<file path="config.mk">
export PLATFORM = sky130hd
export DESIGN_NAME = memory_error_injection
export DESIGN_NICKNAME = d
export VERILOG_FILES = /design/src/mem_inject_pkg.sv /design/src/memory_error_injection.sv
export VERILOG_INCLUDE_DIRS = /design/src /design/src/src
export SDC_FILE = /design/constraint.sdc
export NUM_CORES = 1
export LEC_CHECK = 0
export BUFFER_PORTS_ARGS = -buffer_cell sky130_fd_sc_hd__buf_2
export CAP_MARGIN = 20
export CORE_AREA = 2 2 303 305
export DETAILED_ROUTE_END_ITERATION = 12
export DIE_AREA = 0 0 305 307
export PLACE_DENSITY = 0.48
export RECOVER_POWER = 25
export SLEW_MARGIN = 10
export SYNTH_ARGS = -nofsm -noshare
export SYNTH_HDL_FRONTEND = slang
export SYNTH_SLANG_ARGS = --single-unit
</file>
<file path="constraint.sdc">
create_clock -name clk_sys -period 1.9 [get_ports clk_sys]
set_input_delay 0.095 -clock clk_sys [delete_from_list [all_inputs] [get_ports clk_sys]]
set_output_delay 0.095 -clock clk_sys [all_outputs]
set_load 0.01 [all_outputs]
</file>
<file path="src/mem_inject_regs.svh">
/*
  Register offsets, field positions and reset values of the memory error injection block.
  Assumes a byte-addressed configuration port carrying aligned 32-bit dwords with byte enables.
*/
`ifndef MEM_INJECT_REGS_SVH
`define MEM_INJECT_REGS_SVH

// Printed byte offsets of the configuration registers.
`define OFS_MASK_A         12'h100
`define OFS_MASK_B         12'h104
`define OFS_MASK_B_ALT     12'h106
`define OFS_MASK_A_ALT     12'h108
`define OFS_CHAN_CTL_LO    12'h10c
`define OFS_STUCK_LO       12'h111
`define OFS_CHAN_CTL_HI    12'h20c
`define OFS_STUCK_HI       12'h211

// Channel inject control fields.
`define CTL_EN_HI          23
`define CTL_EN_LO          22
`define CTL_SEL_BIT        21
`define CTL_CMD_HI         20
`define CTL_CMD_LO         18
`define CTL_OP_HI          17
`define CTL_OP_LO          14
`define CTL_FLIT_HI        13
`define CTL_FLIT_LO        10
`define CTL_BITS_HI        9
`define CTL_BITS_LO        0
`define CTL_WR_MASK        32'h00ff_ffff
`define CTL_RESET          32'h0000_0000

// Stuck lane select fields.
`define STUCK_HI           3
`define STUCK_LO           0
`define STUCK_WR_MASK      8'h0f
`define STUCK_RESET        8'h0f
`define STUCK_LAST_LANE    4'h9

// Memory mask A fields.
`define MSKA_HALF_HI       29
`define MSKA_HALF_LO       28
`define MSKA_EN_BIT        27
`define MSKA_SEL_BIT       26
`define MSKA_PH2_HI        25
`define MSKA_PH2_LO        18
`define MSKA_PH1_HI        17
`define MSKA_PH1_LO        10
`define MSKA_POS2_HI       9
`define MSKA_POS2_LO       5
`define MSKA_POS1_HI       4
`define MSKA_POS1_LO       0
`define MSKA_WR_MASK       32'h3fff_ffff
`define MSKA_RESET         32'h1000_0000

// Memory mask B fields.
`define MSKB_PH2_HI        15
`define MSKB_PH2_LO        8
`define MSKB_PH1_HI        7
`define MSKB_PH1_LO        0
`define MSKB_RESET         16'h0000

// Flit and device limits.
`define FLIT_LAST          4'hb
`define DEV_COUNT          18
`define DEV_LAST           5'h11

`endif

</file>
<file path="src/mem_inject_pkg.sv">
/*
  Types of the memory error injection block: modes, command kinds and traffic carriers.
  Assumes the constants header is included by the design file.
*/
package mem_inject_pkg;

  typedef enum logic [1:0] {
    CH_INJ_OFF   = 2'b00,
    CH_INJ_FLIT  = 2'b01,
    CH_INJ_STUCK = 2'b10,
    CH_INJ_RSVD  = 2'b11
  } chan_mode_e;

  typedef enum logic [2:0] {
    CMD_BY_OPCODE = 3'b000,
    CMD_PRE_ALL   = 3'b001,
    CMD_READ      = 3'b010,
    CMD_WRITE     = 3'b011
  } cmd_kind_e;

  typedef enum logic [1:0] {
    HALF_RSVD  = 2'b00,
    HALF_LOWER = 2'b01,
    HALF_UPPER = 2'b10,
    HALF_BOTH  = 2'b11
  } half_sel_e;

  // One southbound flit beat on a channel, with the two response-function triggers.
  typedef struct packed {
    logic       valid;
    logic       resp_a;
    logic       resp_b;
    logic [2:0] cmd_kind;
    logic [3:0] opcode;
    logic [3:0] flit_idx;
    logic [9:0] lanes;
  } flit_s;

  // One data phase of a cache-line transfer on a branch, ahead of ECC checking.
  typedef struct packed {
    logic         valid;
    logic         resp_a;
    logic         resp_b;
    logic [1:0]   xfer;
    logic         phase;
    logic [143:0] data;
  } beat_s;

endpackage

</file>
<file path="src/memory_error_injection.sv">
/*
  Memory error injection: corrupts outbound channel flits, sticks a southbound lane at one,
  and XORs masks into two x8 device locations of cache-line data on two branches.
  Assumes a single core clock, traffic synchronous to it, and config accesses of one cycle.
*/
// Functional notes
// - Channel mode: 00 none, 01 flit corruption, 10 stuck lane, 11 reserved.
// - Channel select bit picks response function a or b as trigger.
// - Command type: 000 opcode, 001 precharge all, 010 read, 011 write.
// - With command type 000 only commands whose opcode matches get corrupted.
// - Flit number 0 to 11 picks the corrupted flit; 12 to 15 reserved.
// - Ten bit-position bits flip lanes in the chosen flit; several give multi-bit errors.
// - Stuck mode drives the selected southbound lane to constant one.
// - Lane values 0 to 9 select lanes; above 9, including reset, do nothing.
// - Equal first and second locations: only the first mask corrupts data.
// - Both masks apply once enabled unless both locations are equal; software zeroes a mask to neutralise it.
// - Half-line 01 lower transfers, 10 upper, 11 both, 00 reserved.
// - Memory enable bit turns memory injection off or on.
// - Memory function-select bit picks response function a or b as trigger.
// - First mask upper byte hits phase two, lower byte phase one.
// - Two five-bit fields pick first and second device positions 0 to 17.
// - Second mask upper byte hits phase two, lower byte phase one, second device.
`timescale 1ns/1ps
`include "mem_inject_regs.svh"

module memory_error_injection
  import mem_inject_pkg::*;
(
  input  wire logic        clk_sys,
  input  wire logic        reset_n,
  input  wire logic [11:0] cfg_addr,
  input  wire logic        cfg_wr,
  input  wire logic        cfg_rd,
  input  wire logic [3:0]  cfg_be,
  input  wire logic [31:0] cfg_wdata,
  output logic      [31:0] cfg_rdata,
  output logic             cfg_rvalid,
  input  wire flit_s       chan_in  [2],
  output flit_s            chan_out [2],
  input  wire beat_s       mem_in   [2],
  output beat_s            mem_out  [2]
);

  // Byte addresses of the registers, taken from the constants header.
  localparam logic [11:0] A_MSKA   = `OFS_MASK_A;
  localparam logic [11:0] A_MSKB   = `OFS_MASK_B;
  localparam logic [11:0] A_MSKB_A = `OFS_MASK_B_ALT;
  localparam logic [11:0] A_MSKA_A = `OFS_MASK_A_ALT;
  localparam logic [11:0] A_CTL_LO = `OFS_CHAN_CTL_LO;
  localparam logic [11:0] A_STK_LO = `OFS_STUCK_LO;
  localparam logic [11:0] A_CTL_HI = `OFS_CHAN_CTL_HI;
  localparam logic [11:0] A_STK_HI = `OFS_STUCK_HI;

  // Configuration registers; index 0 is the low set (0x10c, 0x111, branch with mask A at 0x100).
  logic [31:0] ctl_q   [2];
  logic [7:0]  stuck_q [2];
  logic [31:0] mska_q  [2];
  logic [15:0] mskb_q  [2];

  // Registered read answer.
  logic [31:0] rdata_q;
  logic        rvalid_q;

  // Output registers of the channel and memory paths.
  flit_s       flit_q  [2];
  beat_s       beat_q  [2];

  // Byte-lane merge of a dword write into the old value.
  function automatic logic [31:0] merge(input logic [31:0] old, input logic [31:0] wd, input logic [3:0] be);
    logic [31:0] r;
    r = old;
    for (int i = 0; i < 4; i++) begin
      if (be[i]) begin
        r[i*8 +: 8] = wd[i*8 +: 8];
      end
    end
    return r;
  endfunction

  // Dword address decode; both mask B registers share one dword and the stuck selects sit in byte 1.
  wire [9:0] dw       = cfg_addr[11:2];
  wire       hit_mska = dw == A_MSKA[11:2];
  wire       hit_mskb = dw == A_MSKB[11:2];
  wire       hit_maa  = dw == A_MSKA_A[11:2];
  wire       hit_c_lo = dw == A_CTL_LO[11:2];
  wire       hit_c_hi = dw == A_CTL_HI[11:2];
  wire       hit_s_lo = dw == A_STK_LO[11:2];
  wire       hit_s_hi = dw == A_STK_HI[11:2];
  wire [1:0] lb_b     = A_MSKB[1:0];
  wire [1:0] lb_ba    = A_MSKB_A[1:0];
  wire [1:0] lb_slo   = A_STK_LO[1:0];
  wire [1:0] lb_shi   = A_STK_HI[1:0];

  // Read data mux; unmapped dwords and reserved bits read as zero.
  wire [31:0] dw_mskb = ({16'h0000, mskb_q[1]} << {lb_b, 3'b000}) | ({16'h0000, mskb_q[0]} << {lb_ba, 3'b000});
  wire [31:0] dw_slo  = {24'h000000, stuck_q[0]} << {lb_slo, 3'b000};
  wire [31:0] dw_shi  = {24'h000000, stuck_q[1]} << {lb_shi, 3'b000};
  wire [31:0] rd_mux  = hit_mska ? mska_q[0] :
                        hit_maa  ? mska_q[1] :
                        hit_mskb ? dw_mskb :
                        hit_c_lo ? ctl_q[0] :
                        hit_c_hi ? ctl_q[1] :
                        hit_s_lo ? dw_slo :
                        hit_s_hi ? dw_shi : 32'h0000_0000;

  // Merged write values, masked to the writable fields.
  wire [31:0] w_mska  = merge(mska_q[0], cfg_wdata, cfg_be) & `MSKA_WR_MASK;
  wire [31:0] w_maa   = merge(mska_q[1], cfg_wdata, cfg_be) & `MSKA_WR_MASK;
  wire [31:0] w_mskb  = merge(dw_mskb, cfg_wdata, cfg_be);
  wire [31:0] w_c_lo  = merge(ctl_q[0], cfg_wdata, cfg_be) & `CTL_WR_MASK;
  wire [31:0] w_c_hi  = merge(ctl_q[1], cfg_wdata, cfg_be) & `CTL_WR_MASK;
  wire [31:0] w_s_lo  = merge(dw_slo, cfg_wdata, cfg_be) >> {lb_slo, 3'b000};
  wire [31:0] w_s_hi  = merge(dw_shi, cfg_wdata, cfg_be) >> {lb_shi, 3'b000};
  wire [31:0] w_b1    = w_mskb >> {lb_b, 3'b000};
  wire [31:0] w_b0    = w_mskb >> {lb_ba, 3'b000};

  // Write strobes of each register, qualified by the dword decode.
  wire       we_mska = cfg_wr && hit_mska;
  wire       we_maa  = cfg_wr && hit_maa;
  wire       we_mskb = cfg_wr && hit_mskb;
  wire       we_c_lo = cfg_wr && hit_c_lo;
  wire       we_c_hi = cfg_wr && hit_c_hi;
  wire       we_s_lo = cfg_wr && hit_s_lo;
  wire       we_s_hi = cfg_wr && hit_s_hi;

  // Stuck select next values; the reserved upper nibble stays zero.
  wire [7:0] s_lo_d  = w_s_lo[7:0] & `STUCK_WR_MASK;
  wire [7:0] s_hi_d  = w_s_hi[7:0] & `STUCK_WR_MASK;

  // Channel control of the low set, read by channel 0.
  always_ff @(posedge clk_sys or negedge reset_n) begin
    if (!reset_n) begin
      ctl_q[0] <= `CTL_RESET;
    end else if (we_c_lo) begin
      ctl_q[0] <= w_c_lo;
    end
  end

  // Channel control of the high set, read by channel 1.
  always_ff @(posedge clk_sys or negedge reset_n) begin
    if (!reset_n) begin
      ctl_q[1] <= `CTL_RESET;
    end else if (we_c_hi) begin
      ctl_q[1] <= w_c_hi;
    end
  end

  // Stuck lane select of the low set.
  always_ff @(posedge clk_sys or negedge reset_n) begin
    if (!reset_n) begin
      stuck_q[0] <= `STUCK_RESET;
    end else if (we_s_lo) begin
      stuck_q[0] <= s_lo_d;
    end
  end

  // Stuck lane select of the high set.
  always_ff @(posedge clk_sys or negedge reset_n) begin
    if (!reset_n) begin
      stuck_q[1] <= `STUCK_RESET;
    end else if (we_s_hi) begin
      stuck_q[1] <= s_hi_d;
    end
  end

  // Mask A of branch 0.
  always_ff @(posedge clk_sys or negedge reset_n) begin
    if (!reset_n) begin
      mska_q[0] <= `MSKA_RESET;
    end else if (we_mska) begin
      mska_q[0] <= w_mska;
    end
  end

  // Mask A alt of branch 1.
  always_ff @(posedge clk_sys or negedge reset_n) begin
    if (!reset_n) begin
      mska_q[1] <= `MSKA_RESET;
    end else if (we_maa) begin
      mska_q[1] <= w_maa;
    end
  end

  // Mask B alt of branch 0, in the upper half of the shared dword.
  always_ff @(posedge clk_sys or negedge reset_n) begin
    if (!reset_n) begin
      mskb_q[0] <= `MSKB_RESET;
    end else if (we_mskb) begin
      mskb_q[0] <= w_b0[15:0];
    end
  end

  // Mask B of branch 1, in the lower half of the shared dword.
  always_ff @(posedge clk_sys or negedge reset_n) begin
    if (!reset_n) begin
      mskb_q[1] <= `MSKB_RESET;
    end else if (we_mskb) begin
      mskb_q[1] <= w_b1[15:0];
    end
  end

  // Read answer strobe: high exactly one cycle after each read.
  always_ff @(posedge clk_sys or negedge reset_n) begin
    if (!reset_n) begin
      rvalid_q <= 1'b0;
    end else begin
      rvalid_q <= cfg_rd;
    end
  end

  // Read data, held until the next read.
  always_ff @(posedge clk_sys or negedge reset_n) begin
    if (!reset_n) begin
      rdata_q <= 32'h0000_0000;
    end else if (cfg_rd) begin
      rdata_q <= rd_mux;
    end
  end

  // Read answer outputs straight from their registers.
  assign cfg_rdata  = rdata_q;
  assign cfg_rvalid = rvalid_q;

  // Loop indices of the two paths and of the x8 devices.
  genvar g;
  genvar d;
  generate
    for (g = 0; g < 2; g++) begin : gen_path
      // Path g serves channel g and branch g; branch 1 pairs mask A alt with mask B,
      // branch 0 pairs mask A with mask B alt, so software keeps both pairs alike.
      // Channel control fields of this channel.
      chan_mode_e c_mode;
      assign c_mode = chan_mode_e'(ctl_q[g][`CTL_EN_HI:`CTL_EN_LO]);
      wire       c_sel   = ctl_q[g][`CTL_SEL_BIT];
      wire [2:0] c_cmd   = ctl_q[g][`CTL_CMD_HI:`CTL_CMD_LO];
      wire [3:0] c_op    = ctl_q[g][`CTL_OP_HI:`CTL_OP_LO];
      wire [3:0] c_flit  = ctl_q[g][`CTL_FLIT_HI:`CTL_FLIT_LO];
      wire [9:0] c_bits  = ctl_q[g][`CTL_BITS_HI:`CTL_BITS_LO];
      wire [3:0] c_lane  = stuck_q[g][`STUCK_HI:`STUCK_LO];

      // Trigger: the select bit picks which response function arms the injection.
      wire c_trig     = c_sel ? chan_in[g].resp_b : chan_in[g].resp_a;

      // Command match: 000 compares the opcode, 001 to 011 the command kind.
      // Reserved kinds 100 to 111 never match, so they inject nothing.
      wire c_by_op    = c_cmd == CMD_BY_OPCODE;
      wire c_op_hit   = chan_in[g].opcode == c_op;
      wire c_kind_ok  = c_cmd == CMD_PRE_ALL || c_cmd == CMD_READ || c_cmd == CMD_WRITE;
      wire c_kind_hit = c_kind_ok && (chan_in[g].cmd_kind == c_cmd);
      wire c_cmd_hit  = c_by_op ? c_op_hit : c_kind_hit;

      // Flit match: reserved flit numbers 12 to 15 never match.
      wire c_flt_ok   = c_flit <= `FLIT_LAST;
      wire c_flt_hit  = c_flt_ok && (chan_in[g].flit_idx == c_flit);

      // Flit corruption flips the programmed bit positions of one beat.
      wire c_mode_flt = c_mode == CH_INJ_FLIT;
      wire c_flip     = c_mode_flt && chan_in[g].valid && c_trig && c_cmd_hit && c_flt_hit;
      wire [9:0] c_xor   = c_flip ? c_bits : 10'h000;

      // Stuck mode forces one lane high on every cycle, idle or not.
      // Lane numbers above nine leave all lanes alone, as after reset.
      wire c_mode_stk = c_mode == CH_INJ_STUCK;
      wire c_lane_ok  = c_lane <= `STUCK_LAST_LANE;
      wire c_stuck    = c_mode_stk && c_lane_ok;
      wire [9:0] c_or    = c_stuck ? (10'h001 << c_lane) : 10'h000;

      // Lanes leaving towards the buffer.
      wire [9:0] c_lanes = (chan_in[g].lanes ^ c_xor) | c_or;

      // Memory mask fields of this branch; branch 1 pairs mask A alt with mask B.
      half_sel_e m_half;
      assign m_half = half_sel_e'(mska_q[g][`MSKA_HALF_HI:`MSKA_HALF_LO]);
      wire       m_en    = mska_q[g][`MSKA_EN_BIT];
      wire       m_sel   = mska_q[g][`MSKA_SEL_BIT];
      wire [4:0] m_pos1  = mska_q[g][`MSKA_POS1_HI:`MSKA_POS1_LO];
      wire [4:0] m_pos2  = mska_q[g][`MSKA_POS2_HI:`MSKA_POS2_LO];
      wire       ph2     = mem_in[g].phase;
      wire [7:0] m_byte1 = ph2 ? mska_q[g][`MSKA_PH2_HI:`MSKA_PH2_LO]
                               : mska_q[g][`MSKA_PH1_HI:`MSKA_PH1_LO];
      wire [7:0] m_byte2 = ph2 ? mskb_q[g][`MSKB_PH2_HI:`MSKB_PH2_LO]
                               : mskb_q[g][`MSKB_PH1_HI:`MSKB_PH1_LO];

      // Trigger: the function-select bit picks which response arms the injection.
      wire m_trig   = m_sel ? mem_in[g].resp_b : mem_in[g].resp_a;

      // Half-line window: transfers 0 and 1 are the lower half, 2 and 3 the upper.
      // Code 00 is reserved and opens no window.
      wire m_upper  = mem_in[g].xfer[1];
      wire m_lo_hit = (m_half == HALF_LOWER) && !m_upper;
      wire m_hi_hit = (m_half == HALF_UPPER) && m_upper;
      wire m_all    = m_half == HALF_BOTH;
      wire m_half_hit = m_lo_hit || m_hi_hit || m_all;

      // Both masks act whenever injection is on; a zero mask, a position above 17 or a second location equal to the first is harmless.
      wire m_act  = m_en && mem_in[g].valid && m_trig && m_half_hit;

      // A second location equal to the first is dropped.
      wire m_use2 = m_pos2 != m_pos1;
      wire [143:0] m_xor;

      // Per-device mask lanes; positions 18 to 31 hit no device.
      for (d = 0; d < `DEV_COUNT; d++) begin : gen_dev
        wire hit1 = m_pos1 == 5'(d);
        wire hit2 = m_use2 && (m_pos2 == 5'(d));
        wire [7:0] x1 = hit1 ? m_byte1 : 8'h00;
        wire [7:0] x2 = hit2 ? m_byte2 : 8'h00;
        assign m_xor[d*8 +: 8] = m_act ? (x1 | x2) : 8'h00;
      end

      // Next output beats: all fields pass through, lanes and data carry the corruption.
      flit_s flit_d;
      beat_s beat_d;
      always_comb begin
        flit_d       = chan_in[g];
        flit_d.lanes = c_lanes;
      end
      always_comb begin
        beat_d      = mem_in[g];
        beat_d.data = mem_in[g].data ^ m_xor;
      end

      // Channel output register; reset shows an idle flit.
      always_ff @(posedge clk_sys or negedge reset_n) begin
        if (!reset_n) begin
          flit_q[g] <= '0;
        end else begin
          flit_q[g] <= flit_d;
        end
      end

      // Memory output register; reset shows an idle beat.
      always_ff @(posedge clk_sys or negedge reset_n) begin
        if (!reset_n) begin
          beat_q[g] <= '0;
        end else begin
          beat_q[g] <= beat_d;
        end
      end

      // Outputs come straight from the output registers.
      assign chan_out[g] = flit_q[g];
      assign mem_out[g]  = beat_q[g];
    end
  endgenerate

endmodule

</file>
==> flow_summary.ini, run 1 <==
[run_status]
outcome = finished, violations left
violations = negative setup slack

[global_routing]
grt_pass1_wl_um = 181000
grt_overflow_total = 0
grt_max_degree = 78
grt_antenna_before_repair = 8
vias_in_the_first_global_route = 25600
track_usage_pct = 26.4

[clocking]
cts.root.buffer_cell = sky130_fd_sc_hd__clkbuf_16
tritoncts.num_buffers = 66
clkSinkCount = 529
clk_path_buf_depth = 3
cts_tree = done
clock_transition_at_the_registers_of_the_reported_paths_ps = 60
cts_max_level = 3
clock_latency_ps = 620

[timing]
fmax_mhz = 487
tns_ps = -11330
slew-limit-headroom_pct = 22.0
post_route_clock_period_utilization_pct = 108
finalSetupViolCount = 210
slew_violations = 0
timing.final.hold_violations = 0
setup_ws_ps = -155
worstMarginPinSlew_ps = 1170
fin_worst_skew_ps = 21.8
final.min_clock_period_ps = 2050
grt_setup_unrepaired = true

[power]
cell_area_power_density_nw_per_um2 = 646
vdd_ir_drop_max_mv = 0.565
total_leakage_power_nw = 19.6

[routing]
final_antenna_net_count = 0
finalWirelength_um = 129000
drcViolationCount = 0
dr_total_vias = 24900
viasPerCell = 4.93
first_iteration_detailed_routing_drc_count = 1662
wire_per_inst_um = 25.5
drt_pass1_iterations = 5

[synthesis]
yosysWarningCount = 0
synth-edff-count = 0
synthCells = 2223
post_synth_num_cell_types = 61
mappedNetlistNets = 2623
postSynthAreaPerCell_um2 = 11.1
synth_sequential_area_ratio_pct = 53.5
yosys_most_used_dff = sky130_fd_sc_hd__dfrtp_1
synth.cell_area_um2 = 24800
synth-async-reset-ratio_pct = 100
postSynthRegisterBits = 529

[finish]
proportion_of_layout_cells_with_a_drive_suffix_above_1_pct = 50.2
area_growth_pct = 77.8
most_frequent_cells_in_the_layout = 748 x sky130_fd_sc_hd__buf_2, 510 x sky130_fd_sc_hd__dfrtp_1, 385 x sky130_fd_sc_hd__dlygate4sd3_1
fin_nets = 4210
fin_area_um2 = 44000
final_common_cell = sky130_fd_sc_hd__buf_2

[critical_path]
crit_chain = mux2i_4 > nor4_4 > buf_4 > o211ai_1 > buf_6 > buf_12 > o22ai_4 > xor2_2
critical_path.endpoint_type = register
critical_path.slowest_cell = sky130_fd_sc_hd__dfrtp_1
timing.setup.critical_path_class = reg -> reg
crit_path_buffers_inverters = 3
rrSetupSlack_ps = -150
timing.critical_path.required_ps = 2390
timing.critical_path.slowest_cell_delay_ps = 410
arrival_ps = 2540
cp_max_fo = 8
worstSetupStartpointType = register
critical-path-top-delay-family = buffers and inverters

[floorplanning]
vertical_die_dimension_um = 307
floorplan.rows = 111
num_io_pins = 781
initial_utilization_pct = 27.3
total_die_area_um2 = 93600
core_area_um2 = 90700
die_w_um = 305

[place]
dp.final_hpwl_um = 95500
portBuffers = 778
place_congestion = 0.893
placement.setup.worst_slack_ps = -357
dpl-instance-area_um2 = 33500

[run]
max_cap_violations = 0

[min_path]
timing.hold.worst.class = in -> reg
timing repair:
action,CTS,global route
cloned,17,5
endpoints found under the setup margin,272,296
resized for setup,489,249
endpoints found under the hold margin,965,0
hold buffers,386,0
buffers inserted,44,26
pin swaps,119,179
flip-flops by register name, summed over array words and instances, names as in the netlist:
register	flops
gen_path.m_pos1	10
mska_q	32
cfg_rvalid	1
chan_out	48
gen_path.m_half	4
gen_path.m_en	2
cfg_rdata	32
gen_path.m_sel	2
gen_path.m_pos2	10
dw_shi	4
mskb_q	32
mem_out	300
dw_slo	4
ctl_q	48
per-stage QoR:
stage / total power, mW / utilization [%] / hold slack, ps / std cells
global route: 29.5 / 48.6 / 33.8 / 5047
floorplan: 12.9 / - / -201 / 2223
global placement: 14.7 / 36.9 / 26.9 / 4484
CTS: 28.8 / 47.0 / 5.95 / 5029
detailed placement: 14.7 / 36.9 / 33.1 / 4484
finish: 28.5 / 48.6 / 32.3 / 5052
kinds of logic (layout without fill, tap and decap cells):
family | count (synthesis) | count (layout) | share of synthesized area, %
AO/OA/AOI/OAI | 486 | 486 | 12.8
XOR/XNOR | 312 | 312 | 11.0
buffers and inverters | 145 | 1782 | 2.36
flip-flops | 529 | 529 | 53.5
multiplexers | 207 | 207 | 9.22
other | 0 | 5 | 0
AND/OR/NAND/NOR | 544 | 545 | 11.1
routing by layer:
layer / GRT usage, % / routed length, um / vias up
met5: 0 / 19 / -
met4: 9.46 / 5050 / 4
met3: 5.40 / 7990 / 243
met2: 45.0 / 63500 / 979
met1: 33.0 / 52200 / 12500
li1: - / - / 11200
tightest hold or removal path, delay by kind of cell:
kind,cells,cell delay (ps)
buf+inv,1,140
mux,1,180
simple gates,1,190
final timing paths:
path	start	endpoint	cells after the start
max	gen_path[0].m_sel$_DFFE_PN0P_	mem_out[258]$_DFF_PN0_	8
min	cfg_be[2]	ctl_q[23]$_DFFE_PN0P_	3
max reg2reg	gen_path[0].m_sel$_DFFE_PN0P_	mem_out[258]$_DFF_PN0_	8
min reg2reg	ctl_q[41]$_DFFE_PN0P_	ctl_q[41]$_DFFE_PN0P_	1
max in group asynchronous	reset_n	mem_out[197]$_DFF_PN0_	3
min in group asynchronous	reset_n	gen_path[1].m_half[0]$_DFFE_PN1P_	2
layout make-up:
cell class	count	area [um2]
multi-input combinational	1550	14600
tap	1186	1480
fill	8193	46600
clock inverter	27	352
sequential	529	13300
inverter	30	113
antenna	5	12.5
timing repair buffer	1633	12400
clock buffer	92	1890
synthesized netlist by cell type, drive strengths merged (42+ instances only):
master	instances	area (um2)
mux2	170	1910
nor2	120	480
a32oi	56	490
xor2	200	1750
nand2	173	654
clkbuf	92	347
o21ai	128	641
dfrtp	519	13000
o22ai	139	870
nand3	42	225
xnor2	112	981
a31oi	48	300
nor2b	50	313
power by group:
group | total [mW] | internal [mW] | switching (mW) | leakage [nW]
registers | 11.9 | 11.7 | 0.186 | 6.49
clock network | 13.2 | 7.83 | 5.38 | 1.09
logic | 3.36 | 1.58 | 1.78 | 12.0
total | 28.5 | 21.1 | 7.35 | 19.6
(Power assumes the default switching activity.)
==> inputs of run 2 (changes only) <==
--- a/config.mk
+++ b/config.mk
@@ -11,6 +11,7 @@
 export CORE_AREA = 2 2 303 305
 export DETAILED_ROUTE_END_ITERATION = 12
 export DIE_AREA = 0 0 305 307
+export HOLD_SLACK_MARGIN = 0.06
 export PLACE_DENSITY = 0.48
 export RECOVER_POWER = 25
 export SLEW_MARGIN = 10
==> flow_summary.ini, run 2 (synthesis gave the netlist of run 1 again) <==
[timing]
grt_setup_unrepaired = true
fmax_mhz = 488
post_route_clock_period_utilization_pct = 108
worstMarginPinSlew_ps = 1160
final.min_clock_period_ps = 2050
fin_worst_skew_ps = 22.2
slew-limit-headroom_pct = 22.8
slew_violations = 0
setup_ws_ps = -149
finalSetupViolCount = 209
timing.final.hold_violations = 0

[finish]
largest_reg_flops = 300
fin_nets = 4214
proportion_of_layout_cells_with_a_drive_suffix_above_1_pct = 50.2
most_frequent_cells_in_the_layout = 748 x sky130_fd_sc_hd__buf_2, 510 x sky130_fd_sc_hd__dfrtp_1, 389 x sky130_fd_sc_hd__dlygate4sd3_1
area_growth_pct = 78.0
fin_area_um2 = 44100
final_common_cell = sky130_fd_sc_hd__buf_2

[floorplanning]
initial_utilization_pct = 27.3
floorplan.rows = 111
total_die_area_um2 = 93600
die_w_um = 305
core_area_um2 = 90700
num_io_pins = 781
vertical_die_dimension_um = 307

[clocking]
clock_latency_ps = 630
cts_max_level = 3
cts.root.buffer_cell = sky130_fd_sc_hd__clkbuf_16
clock_transition_at_the_registers_of_the_reported_paths_ps = 60
clkSinkCount = 529
tritoncts.num_buffers = 66
cts_tree = done
clk_path_buf_depth = 3

[critical_path]
regToRegEndpoint = mem_out[258]$_DFF_PN0_
cp_max_fo = 8
r2r.worst_path.cells = 8
arrival_ps = 2540
regToRegStartpoint = gen_path[0].m_sel$_DFFE_PN0P_
critical_path.endpoint_type = register
timing.critical_path.required_ps = 2390
worstSetupStartpointType = register
timing.setup.critical_path_class = reg -> reg
rrSetupSlack_ps = -150

[routing]
finalWirelength_um = 129000
first_iteration_detailed_routing_drc_count = 1666
final_antenna_net_count = 0
drcViolationCount = 0
dr_total_vias = 25000
wire_per_inst_um = 25.5
drt_pass1_iterations = 5
viasPerCell = 4.94

[min_path]
hold_path_end = dw_shi[11]$_DFFE_PN1P_
hold_path.startpoint = cfg_addr[8]
whs_path_depth = 4
timing.hold.worst.class = in -> reg

[global_routing]
track_usage_pct = 26.4
grt_antenna_before_repair = 8
vias_in_the_first_global_route = 25600
grt_max_degree = 78
grt_overflow_total = 0
grt_pass1_wl_um = 181000

[place]
dpl-instance-area_um2 = 33500
dp.final_hpwl_um = 95500
place_congestion = 0.893
portBuffers = 778
placement.setup.worst_slack_ps = -357

[run_status]
outcome = finished, violations left
violations = negative setup slack

[run]
max_cap_violations = 0

[power]
cell_area_power_density_nw_per_um2 = 646
total_leakage_power_nw = 19.6
post-layout-total-power_mw = 28.5
vdd_ir_drop_max_mv = 0.564
run 2: routing by layer:
layer	vias to the layer above	GRT usage (%)	wire [um]
met2	1013	45.0	63600
met4	4	9.46	5040
li1	11200	-	-
met5	-	0	20
met3	248	5.42	8140
met1	12500	33.0	52000
run 2: per-stage QoR:
step	std cells	TNS, ps	utilization [%]	hold slack (ps)
CTS	5033	-11740	47.0	78.1
finish	5057	-11250	48.6	132
global route	5051	-40780	48.6	109
floorplan	2223	-1440	-	-201
detailed placement	4484	-54620	36.9	33.1
global placement	4484	-54260	36.9	26.9
run 2: layout make-up:
| type | count | area [um2] |
|---|---|---|
| diodes | 6 | 15.0 |
| clock buffers | 92 | 1890 |
| clock inverters | 27 | 352 |
| fillers | 8190 | 46600 |
| inverters | 30 | 113 |
| multi-input cells | 1550 | 14600 |
| flip-flops and latches | 529 | 13300 |
| well taps | 1186 | 1480 |
| repair buffers | 1637 | 12400 |
run 2: worst max-delay path, stage by stage (launching register included):
cell                       delay, ps
sky130_fd_sc_hd__dfrtp_1         410
sky130_fd_sc_hd__mux2i_4         400
sky130_fd_sc_hd__nor4_4           80
sky130_fd_sc_hd__buf_4           170
sky130_fd_sc_hd__o211ai_1        140
sky130_fd_sc_hd__buf_6           260
sky130_fd_sc_hd__buf_12          170
sky130_fd_sc_hd__o22ai_4          80
sky130_fd_sc_hd__xor2_2          190
run 2: repair_timing:
| action | 4_1_cts | 5_1_grt |
|---|---|---|
| endpoints found under the setup margin | 272 | 298 |
| resized for setup | 489 | 249 |
| hold endpoints to repair | 1040 | 0 |
| cloned | 17 | 5 |
| hold buffers | 390 | 0 |
| pin swaps | 119 | 179 |
| buffers inserted | 44 | 26 |
run 2: power by group:
group	leakage [nW]	internal (mW)	switching, mW
registers	6.49	11.7	0.185
logic	12.0	1.58	1.79
clock network	1.09	7.83	5.37
run 2: worst max-delay path by stage:
stage,startpoint,end,slack (ps),depth (start not counted)
6_report,gen_path[0].m_sel$_DFFE_PN0P_,mem_out[258]$_DFF_PN0_,-150,8
5_1_grt,gen_path[1].m_half[0]$_DFFE_PN1P_,mem_out[88]$_DFF_PN0_,-230,9
4_1_cts,gen_path[1].m_half[0]$_DFFE_PN1P_,mem_out[88]$_DFF_PN0_,-190,9
3_5_place_dp,gen_path[1].m_half[0]$_DFFE_PN1P_,mem_out[38]$_DFF_PN0_,-360,8
3_3_place_gp,gen_path[1].m_half[0]$_DFFE_PN1P_,mem_out[37]$_DFF_PN0_,-350,8
2_1_floorplan,cfg_addr[7],ctl_q[0]$_DFFE_PN0P_,-40,5
==> inputs of run 3 (changes only) <==
--- a/config.mk
+++ b/config.mk
@@ -6,7 +6,7 @@
 export SDC_FILE = /design/constraint.sdc
 export NUM_CORES = 1
 export LEC_CHECK = 0
-export BUFFER_PORTS_ARGS = -buffer_cell sky130_fd_sc_hd__buf_2
+export BUFFER_PORTS_ARGS = -buffer_cell sky130_fd_sc_hd__buf_4
 export CAP_MARGIN = 20
 export CORE_AREA = 2 2 303 305
 export DETAILED_ROUTE_END_ITERATION = 12
==> flow_summary.ini, run 3 (synthesis gave the netlist of run 1 again) <==
[run_status]
outcome = finished, violations left
violations = negative setup slack

[critical_path]
critical_path.slowest_cell = sky130_fd_sc_hd__dfrtp_1
crit_chain = xnor2_1 > and4_4 > a211oi_4 > buf_12 > buf_12 > buf_8 > a32oi_2 > xnor2_1
timing.critical_path.required_ps = 2490
critical-path-top-delay-family = buffers and inverters
worstSetupStartpointType = register
arrival_ps = 2640
timing.setup.critical_path_class = reg -> reg
critical_path.endpoint_type = register
cp_max_fo = 7
timing.critical_path.slowest_cell_delay_ps = 420
crit_path_buffers_inverters = 3

[finish]
proportion_of_layout_cells_with_a_drive_suffix_above_1_pct = 49.1
antenna_cells_inserted = 0
largest_reg_flops = 300
fin_nets = 4177
fin_area_um2 = 45500
area_growth_pct = 83.6
most_frequent_cells_in_the_layout = 1040 x sky130_fd_sc_hd__buf_4, 513 x sky130_fd_sc_hd__dfrtp_1, 391 x sky130_fd_sc_hd__dlygate4sd3_1
final_common_cell = sky130_fd_sc_hd__buf_4

[place]
portBuffers = 778
place_congestion = 0.930
placement.setup.worst_slack_ps = -425
dpl-instance-area_um2 = 35200
dp.final_hpwl_um = 99200

[power]
power.internal_mw = 21.6
seq_power_share_pct = 41.4
power.switching_fraction_pct = 25.1
total_leakage_power_nw = 20.3
pwr-share-clk_pct = 45.4
cell_area_power_density_nw_per_um2 = 634
comb_power_share_pct = 13.2
vdd_ir_drop_max_mv = 0.721
netSwitchingPower_mw = 7.25

[global_routing]
grt_overflow_total = 0
vias_in_the_first_global_route = 26200
grt_pass1_wl_um = 185000
grt_antenna_before_repair = 3
grt_max_degree = 61
track_usage_pct = 26.9

[timing]
tns_ps = -10020
timing.hold.ws_ps = 90.3
fin_worst_skew_ps = 48.5
fmax_mhz = 488
grt_setup_unrepaired = true
timing.final.hold_violations = 0
setup_ws_ps = -148
slew_violations = 0
finalSetupViolCount = 191
post_route_clock_period_utilization_pct = 108
final.min_clock_period_ps = 2050
slew-limit-headroom_pct = 12.3
worstMarginPinSlew_ps = 1320

[routing]
drt_pass1_iterations = 9
final_antenna_net_count = 0
wire_per_inst_um = 26.2
drcViolationCount = 0
finalWirelength_um = 132000
dr_total_vias = 25100
first_iteration_detailed_routing_drc_count = 1583
viasPerCell = 5.00

[floorplanning]
core_area_um2 = 90700
die_w_um = 305
num_io_pins = 781
total_die_area_um2 = 93600
floorplan.rows = 111
vertical_die_dimension_um = 307
initial_utilization_pct = 27.3

[run]
max_cap_violations = 0

[clocking]
cts.root.buffer_cell = sky130_fd_sc_hd__clkbuf_16
clock_transition_at_the_registers_of_the_reported_paths_ps = 60
clock_latency_ps = 680
cts_tree = done
clkSinkCount = 529
clk_path_buf_depth = 3
cts_max_level = 2
tritoncts.num_buffers = 60

[min_path]
timing.hold.worst.class = in -> reg
run 3: cell count changes in the layout (fill, tap and decap cells not counted), sizes merged, moves of 3 or more:
cell / previous run / this run
clkbuf: 134 / 137
clkinv: 11 / 17
bufinv: 6 / 12
inv: 36 / 31
diode: 6 / 0
buf: 1206 / 1158
run 3: per-layer routing:
layer | wire length (um) | up-vias | track usage [%]
met5 | 17 | - | 0
met4 | 5380 | 4 | 8.67
met3 | 7680 | 297 | 4.65
met2 | 65600 | 1021 | 46.9
met1 | 52900 | 12600 | 33.7
li1 | - | 11100 | -
run 3: area by class of cell:
cell class	count	area, um2
Fill cell	7935	45200
Sequential cell	529	13300
Timing Repair Buffer	1607	14000
Multi-Input combinational cell	1549	14500
Tap cell	1186	1480
Clock inverter	34	509
Inverter	30	113
Clock buffer	80	1700
run 3: tightest hold or removal path, cell delays in order:
cell	delay (ps)
sky130_fd_sc_hd__buf_4	120
sky130_fd_sc_hd__nand2b_1	140
sky130_fd_sc_hd__nor3_1	70
sky130_fd_sc_hd__o21ai_0	180
sky130_fd_sc_hd__a31oi_1	90
run 3: worst paths after layout:
kind	from	end	slack [ps]	cells after the start
worst max-delay path	gen_path[1].m_pos1[0]$_DFFE_PN0P_	mem_out[90]$_DFF_PN0_	-150	8
worst min-delay path	cfg_addr[9]	cfg_rdata[8]$_DFFE_PN0P_	90	5
worst max register to register	gen_path[1].m_pos1[0]$_DFFE_PN0P_	mem_out[90]$_DFF_PN0_	-150	8
worst min register to register	ctl_q[41]$_DFFE_PN0P_	ctl_q[41]$_DFFE_PN0P_	510	1
max in group asynchronous	reset_n	gen_path[1].m_half[1]$_DFFE_PN0P_	210	3
min in group asynchronous	reset_n	gen_path[1].m_half[0]$_DFFE_PN1P_	350	2
run 3: power by group through the flow:
stage / sequential [mW] / combinational [mW] / clock, mW
floorplan: 12.3 / 0.592 / 0
global placement: 12.1 / 3.06 / 0
detailed placement: 12.1 / 3.08 / 0
CTS: 11.9 / 3.83 / 13.3
global route: 12.0 / 4.03 / 13.8
finish: 11.9 / 3.81 / 13.1
run 3: per-stage QoR:
stage,instances,utilization [%],total power [mW]
finish,5015,50.2,28.9
CTS,5002,48.0,29.1
global placement,4474,38.9,15.2
global route,5015,50.2,29.8
floorplan,2223,-,12.9
detailed placement,4474,38.9,15.2
run 3: timing repair:
item / 4_1_cts / 5_1_grt
setup buffers: 29 / 37
gates cloned: 14 / 5
endpoints found under the setup margin: 276 / 297
hold buffers: 392 / 0
hold endpoints to repair: 1033 / 0
pin swaps: 100 / 192
resized for setup: 348 / 375
